**config.mk**
```make
export PLATFORM = sky130hd
export DESIGN_NAME = sbp_boot_port
export DESIGN_NICKNAME = d
export VERILOG_FILES = /design/src/sbp_pkg.sv /design/src/sbp_boot_port.sv /design/src/sbp_link.sv
export VERILOG_INCLUDE_DIRS = /design/src /design/src/src
export SDC_FILE = /design/constraint.sdc
export NUM_CORES = 1
export LEC_CHECK = 0
export BUFFER_PORTS_ARGS = -buffer_cell sky130_fd_sc_hd__buf_2
export CORE_MARGIN = 3
export CORE_UTILIZATION = 38
export DETAILED_ROUTE_END_ITERATION = 8
export PLACE_DENSITY_LB_ADDON = 0.1
export SYNTH_ARGS = -nofsm -noshare
export SYNTH_HDL_FRONTEND = slang
export SYNTH_HIERARCHICAL = 1
export SYNTH_SLANG_ARGS = --single-unit
```
**constraint.sdc**
```tcl
create_clock -name ref_clk -period 6.3 [get_ports ref_clk]
set_clock_uncertainty 0.05 [all_clocks]
set_input_delay 1.89 -clock ref_clk [delete_from_list [all_inputs] [get_ports ref_clk]]
set_output_delay 1.89 -clock ref_clk [all_outputs]
set_load 0.01 [all_outputs]
```
**src/sbp_cfg.svh**
```systemverilog
`ifndef SBP_CFG_SVH
`define SBP_CFG_SVH
`define SBP_CLK_HZ 100000000
`define SBP_BAUD_MIN 9600
`define SBP_BAUD_MAX 128000
`define SBP_MATCH1_UART 8'h86
`define SBP_MATCH1_SYNC 8'h30
`define SBP_MATCH2_A 8'h79
`define SBP_MATCH2_B 8'hCF
`define SBP_CMD_ERASE 8'hF0
`define SBP_CMD_WRITE 8'h30
`define SBP_CMD_READ 8'h40
`define SBP_CMD_RAMLD 8'h60
`define SBP_CMD_SUM 8'h90
`define SBP_CMD_ID 8'hC0
`define SBP_CMD_STAT 8'hC3
`define SBP_CMD_EMUL 8'hD0
`define SBP_CMD_SECURE 8'hFA
`define SBP_CHECK_BYTE 8'hFF
`define SBP_BOOT_LO 16'h1000
`define SBP_BOOT_DATA_HI 16'h17FF
`define SBP_BOOT_CODE_HI 16'h1FFF
`define SBP_FLASH_LO 16'h8000
`define SBP_RAM_LO 16'h0060
`define SBP_RAM_HI 16'h083F
`define SBP_DATA_BITS 8
`define SBP_UART_FRAME_BITS 10
`define SBP_STRAP_CYC 2'h3
`endif

```
**src/sbp_pkg.sv**
```systemverilog
`default_nettype none
package sbp_pkg;
  typedef enum logic [1:0] {
    sbp_link_none = 2'b00,
    sbp_link_uart = 2'b01,
    sbp_link_sync = 2'b10
  } sbp_link_t;

  typedef enum logic [3:0] {
    sbp_st_idle  = 4'b0000,
    sbp_st_ab_l1 = 4'b0001,
    sbp_st_ab_h1 = 4'b0010,
    sbp_st_ab_l2 = 4'b0011,
    sbp_st_ab_sp = 4'b0100,
    sbp_st_match = 4'b0101,
    sbp_st_cmd   = 4'b0110,
    sbp_st_sum1  = 4'b0111,
    sbp_st_sum2  = 4'b1000,
    sbp_st_work  = 4'b1001
  } sbp_state_t;

  typedef enum logic [3:0] {
    sbp_cmd_none   = 4'b0000,
    sbp_cmd_erase  = 4'b0001,
    sbp_cmd_write  = 4'b0010,
    sbp_cmd_read   = 4'b0011,
    sbp_cmd_ramld  = 4'b0100,
    sbp_cmd_sum    = 4'b0101,
    sbp_cmd_id     = 4'b0110,
    sbp_cmd_stat   = 4'b0111,
    sbp_cmd_emul   = 4'b1000,
    sbp_cmd_secure = 4'b1001
  } sbp_cmd_t;
endpackage : sbp_pkg
`default_nettype wire

```
**src/sbp_boot_port.sv**
```systemverilog
`include "sbp_cfg.svh"
`default_nettype none
module sbp_boot_port
  import sbp_pkg::*;
#(
  parameter int BIT_MAX_CYC = `SBP_CLK_HZ / `SBP_BAUD_MIN,
  parameter bit LARGE_FLASH = 1'b0,
  parameter int CW          = 18
)(
  input  wire logic        ref_clk,
  input  wire logic        rst,
  input  wire logic        mode_pin,
  input  wire logic        host_to_device_line,
  input  wire logic        external_shift_clock_pin,
  input  wire logic        proc_busy,
  input  wire logic        cmd_done,
  input  wire logic [7:0]  be_tx_data,
  input  wire logic        be_tx_valid,
  input  wire logic [15:0] checksum_in,
  input  wire logic [15:0] mem_addr,
  input  wire logic        mem_is_code,
  output logic             device_to_host_line,
  output sbp_link_t        link_mode,
  output logic             cmd_strobe,
  output sbp_cmd_t         cmd_kind,
  output logic [7:0]       rx_byte,
  output logic             rx_byte_valid,
  output logic             be_tx_ready,
  output logic             boot_rom_sel,
  output logic             flash_hit,
  output logic [14:0]      flash_off,
  output logic             ram_load_hit,
  output logic             security_set
);
  localparam int BIT_MIN_CYC =
    (`SBP_CLK_HZ + `SBP_BAUD_MAX - 1) / `SBP_BAUD_MAX;
  localparam logic [CW-1:0] L1_MIN = CW'(2 * BIT_MIN_CYC);
  localparam logic [CW-1:0] L1_MAX = CW'(2 * BIT_MAX_CYC);

  logic rxd_m_reg, rxd_s_reg, sclk_m_reg, sclk_s_reg, sclk_d_reg;
  logic mode_m_reg, mode_s_reg, prog_en_reg;
  logic [1:0] strap_cnt_reg;
  sbp_state_t state_reg, state_next;
  sbp_link_t  link_reg, link_next;
  logic [CW-1:0] ab_cnt_reg, ab_cnt_next, l1_reg, l1_next;
  logic [15:0] period_reg, period_next;
  logic       send_pend_reg, send_pend_next, hold_reg, line_reg;
  logic [7:0] send_byte_reg, send_byte_next;
  logic       cmd_strobe_reg, cmd_strobe_next, sec_reg, sec_next;
  sbp_cmd_t   cmd_kind_reg, cmd_kind_next;
  logic [7:0] rx_byte_reg;
  logic       rx_byte_valid_reg, be_tx_ready_reg;
  logic       boot_reg, fhit_reg, ram_reg;
  logic [14:0] foff_reg;
  logic [7:0] rx_data;
  logic       rx_valid, tx_busy, tx_shift, txd;

  wire sclk_rise = sclk_s_reg & ~sclk_d_reg;
  wire sclk_fall = ~sclk_s_reg & sclk_d_reg;
  wire sclk_edge = sclk_rise | sclk_fall;
  wire tx_go     = send_pend_reg & ~tx_busy;
  wire [CW-1:0] h1_lo = l1_reg - (l1_reg >> 2);
  wire [CW-1:0] h1_hi = l1_reg + (l1_reg >> 2);
  wire [CW-1:0] l2_lo = l1_reg + (l1_reg >> 1);
  wire [CW-1:0] l2_hi = (l1_reg << 1) + (l1_reg >> 1);
  wire sp_done   = ab_cnt_reg >= CW'(period_reg);
  wire is_m2     = (rx_data == `SBP_MATCH2_A) | (rx_data == `SBP_MATCH2_B);
  wire be_take   = be_tx_valid & be_tx_ready_reg;
  wire flow_low  = hold_reg | ((state_reg == sbp_st_work) & proc_busy);
  wire line_next = (link_reg == sbp_link_sync && !tx_shift) ?
                   ~flow_low : txd;
  wire sbp_cmd_t cmd_lookup =
    (rx_data == `SBP_CMD_ERASE)  ? sbp_cmd_erase  :
    (rx_data == `SBP_CMD_WRITE)  ? sbp_cmd_write  :
    (rx_data == `SBP_CMD_READ)   ? sbp_cmd_read   :
    (rx_data == `SBP_CMD_RAMLD)  ? sbp_cmd_ramld  :
    (rx_data == `SBP_CMD_SUM)    ? sbp_cmd_sum    :
    (rx_data == `SBP_CMD_ID)     ? sbp_cmd_id     :
    (rx_data == `SBP_CMD_STAT)   ? sbp_cmd_stat   :
    (rx_data == `SBP_CMD_EMUL && LARGE_FLASH) ? sbp_cmd_emul :
    (rx_data == `SBP_CMD_SECURE) ? sbp_cmd_secure : sbp_cmd_none;
  // emulation code is ignored on the small flash part
  wire boot_hi_ok = mem_addr <= (mem_is_code ? `SBP_BOOT_CODE_HI :
                                               `SBP_BOOT_DATA_HI);

  sbp_link #(.PW(16)) u_link (
    .clk        (ref_clk),
    .rst        (rst),
    .mode       (link_reg),
    .bit_period (period_reg),
    .rxd        (rxd_s_reg),
    .sclk_rise  (sclk_rise),
    .sclk_fall  (sclk_fall),
    .tx_data    (send_byte_reg),
    .tx_go      (tx_go),
    .rx_data    (rx_data),
    .rx_valid   (rx_valid),
    .tx_busy    (tx_busy),
    .tx_shift   (tx_shift),
    .txd        (txd)
  );

  // pins idle high, so the rxd and sclk synchronisers reset high too; the mode synchroniser resets low
  always_ff @(posedge ref_clk or posedge rst)
  begin
    if (rst)
    begin
      rxd_m_reg <= 1'b1; rxd_s_reg <= 1'b1; sclk_m_reg <= 1'b1;
      sclk_s_reg <= 1'b1; sclk_d_reg <= 1'b1;
      mode_m_reg <= 1'b0; mode_s_reg <= 1'b0;
    end
    else
    begin
      rxd_m_reg <= host_to_device_line; rxd_s_reg <= rxd_m_reg;
      sclk_m_reg <= external_shift_clock_pin; sclk_s_reg <= sclk_m_reg;
      sclk_d_reg <= sclk_s_reg;
      mode_m_reg <= mode_pin; mode_s_reg <= mode_m_reg;
    end
  end

  // mode strap caught once the synchroniser has settled after release
  always_ff @(posedge ref_clk or posedge rst)
  begin
    if (rst)
    begin
      strap_cnt_reg <= 2'h0;
      prog_en_reg   <= 1'b0;
    end
    else if (strap_cnt_reg != `SBP_STRAP_CYC)
    begin
      strap_cnt_reg <= strap_cnt_reg + 2'h1;
      prog_en_reg   <= mode_s_reg;
    end
  end

  always_comb
  begin
    state_next = state_reg;
    link_next = link_reg;
    ab_cnt_next = ab_cnt_reg + 1'b1;
    l1_next = l1_reg;
    period_next = period_reg;
    send_pend_next = send_pend_reg & ~tx_go;
    send_byte_next = send_byte_reg;
    cmd_strobe_next = 1'b0;
    cmd_kind_next = cmd_kind_reg;
    sec_next = 1'b0;
    case (state_reg)
      sbp_st_idle:
      begin
        ab_cnt_next = CW'(1);
        if (prog_en_reg && rx_valid && rx_data == `SBP_MATCH1_SYNC)
        begin
          link_next = sbp_link_sync;
          send_pend_next = 1'b1;
          send_byte_next = rx_data;
          state_next = sbp_st_match;
        end
        else if (prog_en_reg && !rxd_s_reg && !sclk_edge)
          state_next = sbp_st_ab_l1; // other bytes are dropped
      end
      // start plus bit0 low, two high, four low: widths 2:2:4
      sbp_st_ab_l1:
        if (sclk_edge || ab_cnt_reg > L1_MAX)
          state_next = sbp_st_idle;
        else if (rxd_s_reg)
        begin
          state_next = (ab_cnt_reg < L1_MIN) ? sbp_st_idle : sbp_st_ab_h1;
          l1_next = ab_cnt_reg;
          ab_cnt_next = CW'(1);
        end
      sbp_st_ab_h1:
        if (sclk_edge || ab_cnt_reg > h1_hi)
          state_next = sbp_st_idle;
        else if (!rxd_s_reg)
        begin
          state_next = (ab_cnt_reg < h1_lo) ? sbp_st_idle : sbp_st_ab_l2;
          ab_cnt_next = CW'(1);
        end
      sbp_st_ab_l2:
        if (sclk_edge || ab_cnt_reg > l2_hi)
          state_next = sbp_st_idle;
        else if (rxd_s_reg)
        begin
          state_next = (ab_cnt_reg < l2_lo) ? sbp_st_idle : sbp_st_ab_sp;
          period_next = 16'(l1_reg >> 1);
          ab_cnt_next = CW'(1);
        end
      sbp_st_ab_sp:
        if (!rxd_s_reg || sclk_edge)
          state_next = sbp_st_idle;
        else if (sp_done)
        begin
          link_next = sbp_link_uart;
          send_pend_next = 1'b1;
          send_byte_next = `SBP_MATCH1_UART;
          state_next = sbp_st_match;
        end
      sbp_st_match:
        if (rx_valid && is_m2)
        begin
          send_pend_next = 1'b1;
          send_byte_next = rx_data;
          state_next = sbp_st_cmd;
        end
      sbp_st_cmd:
        if (rx_valid && cmd_lookup != sbp_cmd_none)
        begin
          cmd_strobe_next = 1'b1;
          cmd_kind_next = cmd_lookup;
          send_pend_next = 1'b1;
          send_byte_next = rx_data;
          sec_next = (cmd_lookup == sbp_cmd_secure);
          if (cmd_lookup == sbp_cmd_sum)
          begin
            send_byte_next = `SBP_CHECK_BYTE;
            state_next = sbp_st_sum1;
          end
          else if (cmd_lookup != sbp_cmd_secure &&
                   cmd_lookup != sbp_cmd_emul)
            state_next = sbp_st_work;
        end
      sbp_st_sum1:
        if (!send_pend_reg)
        begin
          send_pend_next = 1'b1; // upper byte first
          send_byte_next = checksum_in[15:8];
          state_next = sbp_st_sum2;
        end
      sbp_st_sum2:
        if (!send_pend_reg)
        begin
          send_pend_next = 1'b1;
          send_byte_next = checksum_in[7:0];
          state_next = sbp_st_cmd;
        end
      sbp_st_work:
      begin
        if (be_take)
        begin
          send_pend_next = 1'b1;
          send_byte_next = be_tx_data;
        end
        if (cmd_done)
          state_next = sbp_st_cmd;
      end
      default:
        state_next = sbp_st_idle;
    endcase
  end

  always_ff @(posedge ref_clk or posedge rst)
  begin
    if (rst)
    begin
      state_reg <= sbp_st_idle; link_reg <= sbp_link_none;
      ab_cnt_reg <= '0; l1_reg <= '0; period_reg <= 16'h0001;
      send_pend_reg <= 1'b0; send_byte_reg <= 8'h00;
      cmd_strobe_reg <= 1'b0; cmd_kind_reg <= sbp_cmd_none;
      sec_reg <= 1'b0; hold_reg <= 1'b0; line_reg <= 1'b1;
      rx_byte_reg <= 8'h00; rx_byte_valid_reg <= 1'b0;
      be_tx_ready_reg <= 1'b0;
    end
    else
    begin
      state_reg <= state_next; link_reg <= link_next;
      ab_cnt_reg <= ab_cnt_next; l1_reg <= l1_next;
      period_reg <= period_next;
      send_pend_reg <= send_pend_next; send_byte_reg <= send_byte_next;
      cmd_strobe_reg <= cmd_strobe_next; cmd_kind_reg <= cmd_kind_next;
      sec_reg <= sec_next;
      hold_reg <= rx_valid; // a byte just arrived and is being decided
      line_reg <= line_next;
      rx_byte_reg <= rx_data;
      rx_byte_valid_reg <= rx_valid & (state_reg == sbp_st_work);
      be_tx_ready_reg <= (state_next == sbp_st_work) & ~send_pend_next;
    end
  end

  // address map only holds while the strap says programming mode
  always_ff @(posedge ref_clk or posedge rst)
  begin
    if (rst)
    begin
      boot_reg <= 1'b0; fhit_reg <= 1'b0; ram_reg <= 1'b0;
      foff_reg <= 15'h0000;
    end
    else
    begin
      boot_reg <= prog_en_reg & (mem_addr >= `SBP_BOOT_LO) & boot_hi_ok;
      fhit_reg <= prog_en_reg & (mem_addr >= `SBP_FLASH_LO);
      foff_reg <= mem_addr[14:0];
      ram_reg  <= prog_en_reg & (mem_addr >= `SBP_RAM_LO) &
                  (mem_addr <= `SBP_RAM_HI);
    end
  end

  assign device_to_host_line = line_reg;
  assign link_mode     = link_reg;
  assign cmd_strobe    = cmd_strobe_reg;
  assign cmd_kind      = cmd_kind_reg;
  assign rx_byte       = rx_byte_reg;
  assign rx_byte_valid = rx_byte_valid_reg;
  assign be_tx_ready   = be_tx_ready_reg;
  assign boot_rom_sel  = boot_reg;
  assign flash_hit     = fhit_reg;
  assign flash_off     = foff_reg;
  assign ram_load_hit  = ram_reg;
  assign security_set  = sec_reg;

  property p_sync_sel;
    @(posedge ref_clk) disable iff (rst)
    (state_reg == sbp_st_idle && prog_en_reg && rx_valid &&
     rx_data == `SBP_MATCH1_SYNC) |=> link_mode == sbp_link_sync;
  endproperty
  a_sync_sel: assert property (p_sync_sel)
    else $error("first byte 0x30 did not select clocked link");

  property p_uart_sel;
    @(posedge ref_clk) disable iff (rst)
    $rose(link_mode == sbp_link_uart) |->
      $past(state_reg) == sbp_st_ab_sp && send_pend_reg &&
      send_byte_reg == `SBP_MATCH1_UART;
  endproperty
  a_uart_sel: assert property (p_uart_sel)
    else $error("uart chosen without measured 0x86 and echo");

  property p_standby;
    @(posedge ref_clk) disable iff (rst)
    link_mode == sbp_link_none |-> !cmd_strobe && !rx_byte_valid;
  endproperty
  a_standby: assert property (p_standby)
    else $error("command activity before setup exchange");

  property p_bad_first;
    @(posedge ref_clk) disable iff (rst)
    (state_reg == sbp_st_idle && rx_valid &&
     rx_data != `SBP_MATCH1_SYNC) |=> link_mode == sbp_link_none;
  endproperty
  a_bad_first: assert property (p_bad_first)
    else $error("link chosen after a non-matching first byte");

  property p_flow;
    @(posedge ref_clk) disable iff (rst)
    (link_mode == sbp_link_sync && hold_reg && !tx_shift) |=>
      !device_to_host_line;
  endproperty
  a_flow: assert property (p_flow)
    else $error("data-out not low while a byte is in process");

  property p_match2_err;
    @(posedge ref_clk) disable iff (rst)
    (state_reg == sbp_st_match && rx_valid && !is_m2 && !send_pend_reg)
      |=> !send_pend_reg && state_reg == sbp_st_match;
  endproperty
  a_match2_err: assert property (p_match2_err)
    else $error("reply sent to a bad second match byte");

  property p_sum;
    @(posedge ref_clk) disable iff (rst)
    (state_reg == sbp_st_cmd && rx_valid && rx_data == `SBP_CMD_SUM)
      |=> send_byte_reg == `SBP_CHECK_BYTE && cmd_kind == sbp_cmd_sum;
  endproperty
  a_sum: assert property (p_sum)
    else $error("sum command did not lead with check byte");

  property p_flash_map;
    @(posedge ref_clk) disable iff (rst)
    flash_hit |-> flash_off == $past(mem_addr[14:0]) &&
                  $past(mem_addr[15]);
  endproperty
  a_flash_map: assert property (p_flash_map)
    else $error("flash offset does not match host address");

  property p_boot_map;
    @(posedge ref_clk) disable iff (rst)
    (prog_en_reg && !mem_is_code && mem_addr == `SBP_BOOT_CODE_HI)
      |=> !boot_rom_sel;
  endproperty
  a_boot_map: assert property (p_boot_map)
    else $error("boot rom decoded above data window");

  property p_erase;
    @(posedge ref_clk) disable iff (rst)
    (state_reg == sbp_st_cmd && rx_valid && rx_data == `SBP_CMD_ERASE)
      |=> cmd_strobe && cmd_kind == sbp_cmd_erase ##1 !cmd_strobe;
  endproperty
  a_erase: assert property (p_erase)
    else $error("erase code not decoded");
endmodule : sbp_boot_port
`default_nettype wire

```
**src/sbp_link.sv**
```systemverilog
`include "sbp_cfg.svh"
`default_nettype none
module sbp_link
  import sbp_pkg::*;
#(
  parameter int PW = 16
)(
  input  wire logic          clk,
  input  wire logic          rst,
  input  wire sbp_link_t     mode,
  input  wire logic [PW-1:0] bit_period,
  input  wire logic          rxd,
  input  wire logic          sclk_rise,
  input  wire logic          sclk_fall,
  input  wire logic [7:0]    tx_data,
  input  wire logic          tx_go,
  output logic      [7:0]    rx_data,
  output logic               rx_valid,
  output logic               tx_busy,
  output logic               tx_shift,
  output logic               txd
);
  logic          urx_on;
  logic [PW-1:0] ucnt;
  logic [3:0]    ubit;
  logic [7:0]    ush;
  logic [2:0]    scnt;
  logic [7:0]    ssh;
  logic [9:0]    tsh;
  logic [PW-1:0] tcnt;
  logic [3:0]    tbit;

  wire is_uart = (mode == sbp_link_uart);
  wire ucnt_zero = (ucnt == '0);
  wire tcnt_zero = (tcnt == '0);

  // receive: uart samples mid-bit, otherwise the host's shift clock
  always_ff @(posedge clk or posedge rst)
  begin
    if (rst)
    begin
      urx_on <= 1'b0; ucnt <= '0; ubit <= 4'h0; ush <= 8'h00;
      scnt <= 3'h0; ssh <= 8'h00; rx_data <= 8'h00; rx_valid <= 1'b0;
    end
    else
    begin
      rx_valid <= 1'b0;
      if (is_uart)
      begin
        if (!urx_on)
        begin
          if (!rxd)
          begin
            urx_on <= 1'b1;
            ucnt   <= bit_period >> 1;
            ubit   <= 4'h0;
          end
        end
        else if (!ucnt_zero)
          ucnt <= ucnt - 1'b1;
        else
        begin
          ucnt <= bit_period - 1'b1;
          ubit <= ubit + 4'h1;
          if (ubit == 4'h0 && rxd)
            urx_on <= 1'b0; // glitch, not a start bit
          else if (ubit == 4'(`SBP_UART_FRAME_BITS - 1))
          begin
            urx_on <= 1'b0;
            rx_valid <= rxd; // 8 data, no parity, one stop
            rx_data  <= ush;
          end
          else if (ubit != 4'h0)
            ush <= {rxd, ush[7:1]}; // lsb first
        end
      end
      else if (sclk_rise) // device is slave to host clock
      begin
        ssh  <= {rxd, ssh[7:1]};
        scnt <= scnt + 3'h1;
        if (scnt == 3'(`SBP_DATA_BITS - 1))
        begin
          rx_valid <= 1'b1;
          rx_data  <= {rxd, ssh[7:1]};
        end
      end
    end
  end

  // transmit: in clocked mode the first bit appears at the first fall
  always_ff @(posedge clk or posedge rst)
  begin
    if (rst)
    begin
      tx_busy <= 1'b0; tx_shift <= 1'b0; txd <= 1'b1;
      tsh <= 10'h3FF; tcnt <= '0; tbit <= 4'h0;
    end
    else if (tx_go && !tx_busy)
    begin
      tx_busy <= 1'b1;
      tbit    <= 4'h0;
      tcnt    <= bit_period - 1'b1;
      tsh     <= is_uart ? {1'b1, tx_data, 1'b0} : {2'b11, tx_data};
      tx_shift <= is_uart;
      txd     <= is_uart ? 1'b0 : 1'b1; // start bit in uart mode; high in clocked mode until the first fall
    end
    else if (tx_busy && is_uart)
    begin
      if (!tcnt_zero)
        tcnt <= tcnt - 1'b1;
      else
      begin
        tcnt <= bit_period - 1'b1;
        tbit <= tbit + 4'h1;
        tsh  <= {1'b1, tsh[9:1]};
        txd  <= tsh[1];
        if (tbit == 4'(`SBP_UART_FRAME_BITS - 1))
        begin
          tx_busy  <= 1'b0;
          tx_shift <= 1'b0;
          txd      <= 1'b1;
        end
      end
    end
    else if (tx_busy)
    begin
      if (sclk_fall)
      begin
        txd      <= tsh[0];
        tsh      <= {1'b1, tsh[9:1]};
        tx_shift <= 1'b1;
      end
      if (sclk_rise && tx_shift)
      begin
        tbit <= tbit + 4'h1;
        if (tbit == 4'(`SBP_DATA_BITS - 1))
        begin
          tx_busy  <= 1'b0;
          tx_shift <= 1'b0;
        end
      end
    end
  end
endmodule : sbp_link
`default_nettype wire

```
==> summary.md <==
| Metric | Value |
|---|---|
| Outcome | `finished clean` |
| Layout cells sized above 1 | `between 10% and 20%` |
| Starting DRT DRC Count | `between 800 and 900` |
| Most frequent cells after synthesis | `176 x dfrtp_1, 159 x nand2_1, 140 x ha_1` |
| DRC Markers | `0` |
| Largest family of logic cells by synthesized area | `compound AO/OA/AOI/OAI gates` |
| Worst Setup Start Kind | `register` |
| Power Density | `302 mW/mm2` |
| Post-detail-place hpwl | `between 30,000 and 40,000 um` |
| Crit path max fanout | `9` |
| Final Cycle Share | `between 80% and 90%` |
| Die height | `about 200 um` |
| Grt ovf | `0` |
| Crit-path cells | `inv_1 -> ha_1 -> nor2b_1 -> o311ai_2 -> a211oi_1 -> o311a_1 -> nor2_1 -> o21bai_1 -> a21oi_1 -> xnor2_1 -> ha_1 -> nand2_1 -> or2_2 -> a22oi_2 -> nor2_1 -> or4b_4 -> and2_1 -> a211oi_4 -> buf_4 -> nand2_1 -> o21ai_1` |
| Fin. Hold Viols | `0` |
| Post-synth top area cell | `dfrtp_1` |
| Met3 WL | `about 1500 um` |
| Req. time, crit path | `around 6.6 ns` |
| Hold Crit Class | `register to register` |
| First-pass GRT wire length | `66,800 um` |
| Actual slew at the worst max-slew pin | `about 1.2 ns` |
| CTS tree | `yes` |
| Fin nets | `roughly 1,900` |
| H-tree depth | `4` |
| Finished Core Util | `a little over two fifths` |
| Clk Tree Root Cell | `clkbuf_16` |
| RSZ-0062 raised after global routing | `no` |
| Max Slew Vio Count | `0` |
| Resize count post-CTS | `0` |
| Critical path type | `register to register` |
| Clock-pin slew on the worst setup and hold paths | `around 0.080 ns` |
| Drt first pass iters | `5` |
| Met1 Wirelength | `20,100 um` |
| WL met2 | `roughly 19,000 um` |
| Vias in the first global route | `approximately 12,000` |
| Syn_area_per_cell | `between 8 and 9 um2` |
| WL final | `between 40,000 and 50,000 um` |
| Number of buffers added on ports | `between 80 and 90` |
| Dpl ws | `between 0.6 and 0.7 ns` |
| P_leak | `roughly 7.2 nW` |
| Fraction of registers with async set/reset | `100%` |
| Setup Viol. Count Final | `0` |
| Clk sinks | `a little under 200` |
| Reg2reg path depth | `21` |
| Slew margin rel. | `around 18%` |
| Die footprint | `~0.041 mm2` |
| Synth area leaders | `dfrtp_1 30%, ha_1 12%, nand2_1 4.1%` |
| Flops & latches, synth | `between 150 and 200` |
| Most frequent cell after synthesis | `dfrtp_1` |
| Total of max-cap violations | `0` |
| Core Box Area | `between 0.03 and 0.04 mm2` |
| Clock Latency Late Sink | `between 0.4 and 0.5 ns` |
| Final Critical Period | `5.61 ns` |
| Top Ports | `between 80 and 90` |
| Synth Warn # | `6` |
| Vias | `around 12,000` |
| Synth unique cells | `between 90 and 100` |
| Post-Synth Simple-Gate Area | `19.1%` |
| Compound-Gate Fraction of Synth Area | `around 19%` |
| Post-synthesis adder-cell area fraction | `12.6%` |
| Hold-critical path depth | `0` |
| DP Area | `0.0154 mm2` |
| Setup bufs post-CTS | `0` |
| GPL Wtd Cong | `a little under 0.9` |
| Max Used Layer | `met4` |
| Maximum clock rate | `around 180 MHz` |
| Most used DFF post-synth | `dfrtp_1` |
| Seq/Total Area, Yosys | `approximately a third` |
| Area grow syn2layout | `10.3%` |
| Post-Layout Inst Area | `about 0.016 mm2` |
| Row count | `about 70` |
| Maximum vdd ir drop | `~0.00017 V` |
| Wire length per cell | `~19 um` |
| Synthesized net count | `~1,800` |
| Fin worst setup slack | `around 0.7 ns` |
| Post-synth EDFFs | `0` |
| Die Wd | `a little over 200 um` |
| Synthesized instance count | `between 1,500 and 2,000` |
| Worst Setup End Kind | `register` |
| Hold_buf cts | `0` |
| CP max-delay cell | `a211oi_4` |
| Max Buffers Root-to-Sink | `2` |
| Mux contribution to synthesized area | `between 5 and 6%` |
| CTS Buf Count | `17` |
| Final ANT Viol Nets | `0` |
| TNS Setup | `0 ns` |
| Synth Area in XOR/XNOR | `approximately 5.7%` |
| Initial Utilization | `between 30% and 40%` |
| Area fraction of the dominant cell type after synthesis | `a little under a third` |
| Max stage delay on crit path | `0.60 ns` |
| Mapped Area | `around 0.015 mm2` |
| Worst path arrival time | `~6 ns` |
| Total GRT Usage | `20.3%` |
| Ant diodes | `0` |
| Initial antenna violation count | `0` |
| Via density | `roughly 5.6` |
| Largest net degree at the start of global routing | `52` |
[power by group]
part	internal (mW)	total, mW	switching, mW
Sequential	1.47	1.80	0.324
Clock	0.575	1.16	0.586
Combinational	0.817	1.89	1.07
[critical path: cells and delay by family, from the launching register on]
family	cells	cell delay, ns
fa+ha+maj	2	0.71
simple gates	8	1.62
buf+inv	2	0.43
xor+xnor	1	0.12
flops	1	0.52
compound gates	8	2.08
[final timing paths]
kind | start | to | slack, ns
setup / recovery | l1_reg[3] | period_reg[10] | 0.69
hold / removal | rxd_m_reg | rxd_s_reg | 0.31
setup reg to reg | l1_reg[3] | period_reg[10] | 0.69
hold reg to reg | rxd_m_reg | rxd_s_reg | 0.31
max in group asynchronous | rst | u_link/tsh[0] | 3.64
min in group asynchronous | rst | rx_byte[5] | 1.50
[per-stage QoR]
| stage | cells | hold WS (ns) | power, mW |
|---|---|---|---|
| 2_1_floorplan | 1637 | 0.281 | 3.14 |
| 3_3_place_gp | 2173 | 0.296 | 3.71 |
| 3_5_place_dp | 2173 | 0.299 | 3.72 |
| 4_1_cts | 2205 | 0.311 | 4.90 |
| 5_1_grt | 2205 | 0.311 | 5.22 |
| 6_report | 2205 | 0.309 | 4.85 |
[layer usage]
metal / up-vias / track usage [%]
met2: 250 / 32.9
met3: 32 / 3.30
met1: 6003 / 29.0
met5: - / 0
met4: 0 / 3.64
li1: 6055 / -
[cell type report]
class / instances / area, um2
clock buffer: 17 / 425
sequential: 193 / 4850
tap: 511 / 639
clock inverter: 15 / 186
fill: 3787 / 21600
timing repair buffer: 101 / 546
inverter: 102 / 387
multi-input combinational: 1266 / 9000
[cells by family after synthesis]
group | after synthesis
compound gates | 410
xor+xnor | 86
fa+ha+maj | 145
buf+inv | 178
flops | 193
mux | 68
simple gates | 557
[layout by cell type, fill, tap and decap left out, types with 8 or more instances in the layout]
| cell | n |
|---|---|
| dfrtp_1 | 176 |
| nor2b_1 | 21 |
| a31oi_1 | 26 |
| a221oi_1 | 12 |
| o21ai_1 | 17 |
| mux2i_1 | 17 |
| a21o_1 | 16 |
| or2_2 | 13 |
| buf_2 | 85 |
| nand4_1 | 22 |
| and3_1 | 12 |
| mux2_2 | 50 |
| a22oi_1 | 10 |
| xor2_1 | 28 |
| o21bai_1 | 8 |
| clkbuf_16 | 17 |
| nor4_1 | 24 |
| nor2_1 | 125 |
| a211oi_1 | 17 |
| a21oi_1 | 80 |
| or4_1 | 21 |
| nand3_1 | 37 |
| nor3_1 | 48 |
| dfstp_2 | 17 |
| o21ai_0 | 86 |
| or3_1 | 12 |
| o22ai_1 | 10 |
| nand2b_1 | 20 |
| o211ai_1 | 20 |
| ha_1 | 140 |
| and2_1 | 10 |
| nand2_1 | 159 |
| o21a_1 | 18 |
| buf_4 | 16 |
| xnor2_1 | 52 |
| inv_1 | 97 |
(Power assumes the default switching activity.)
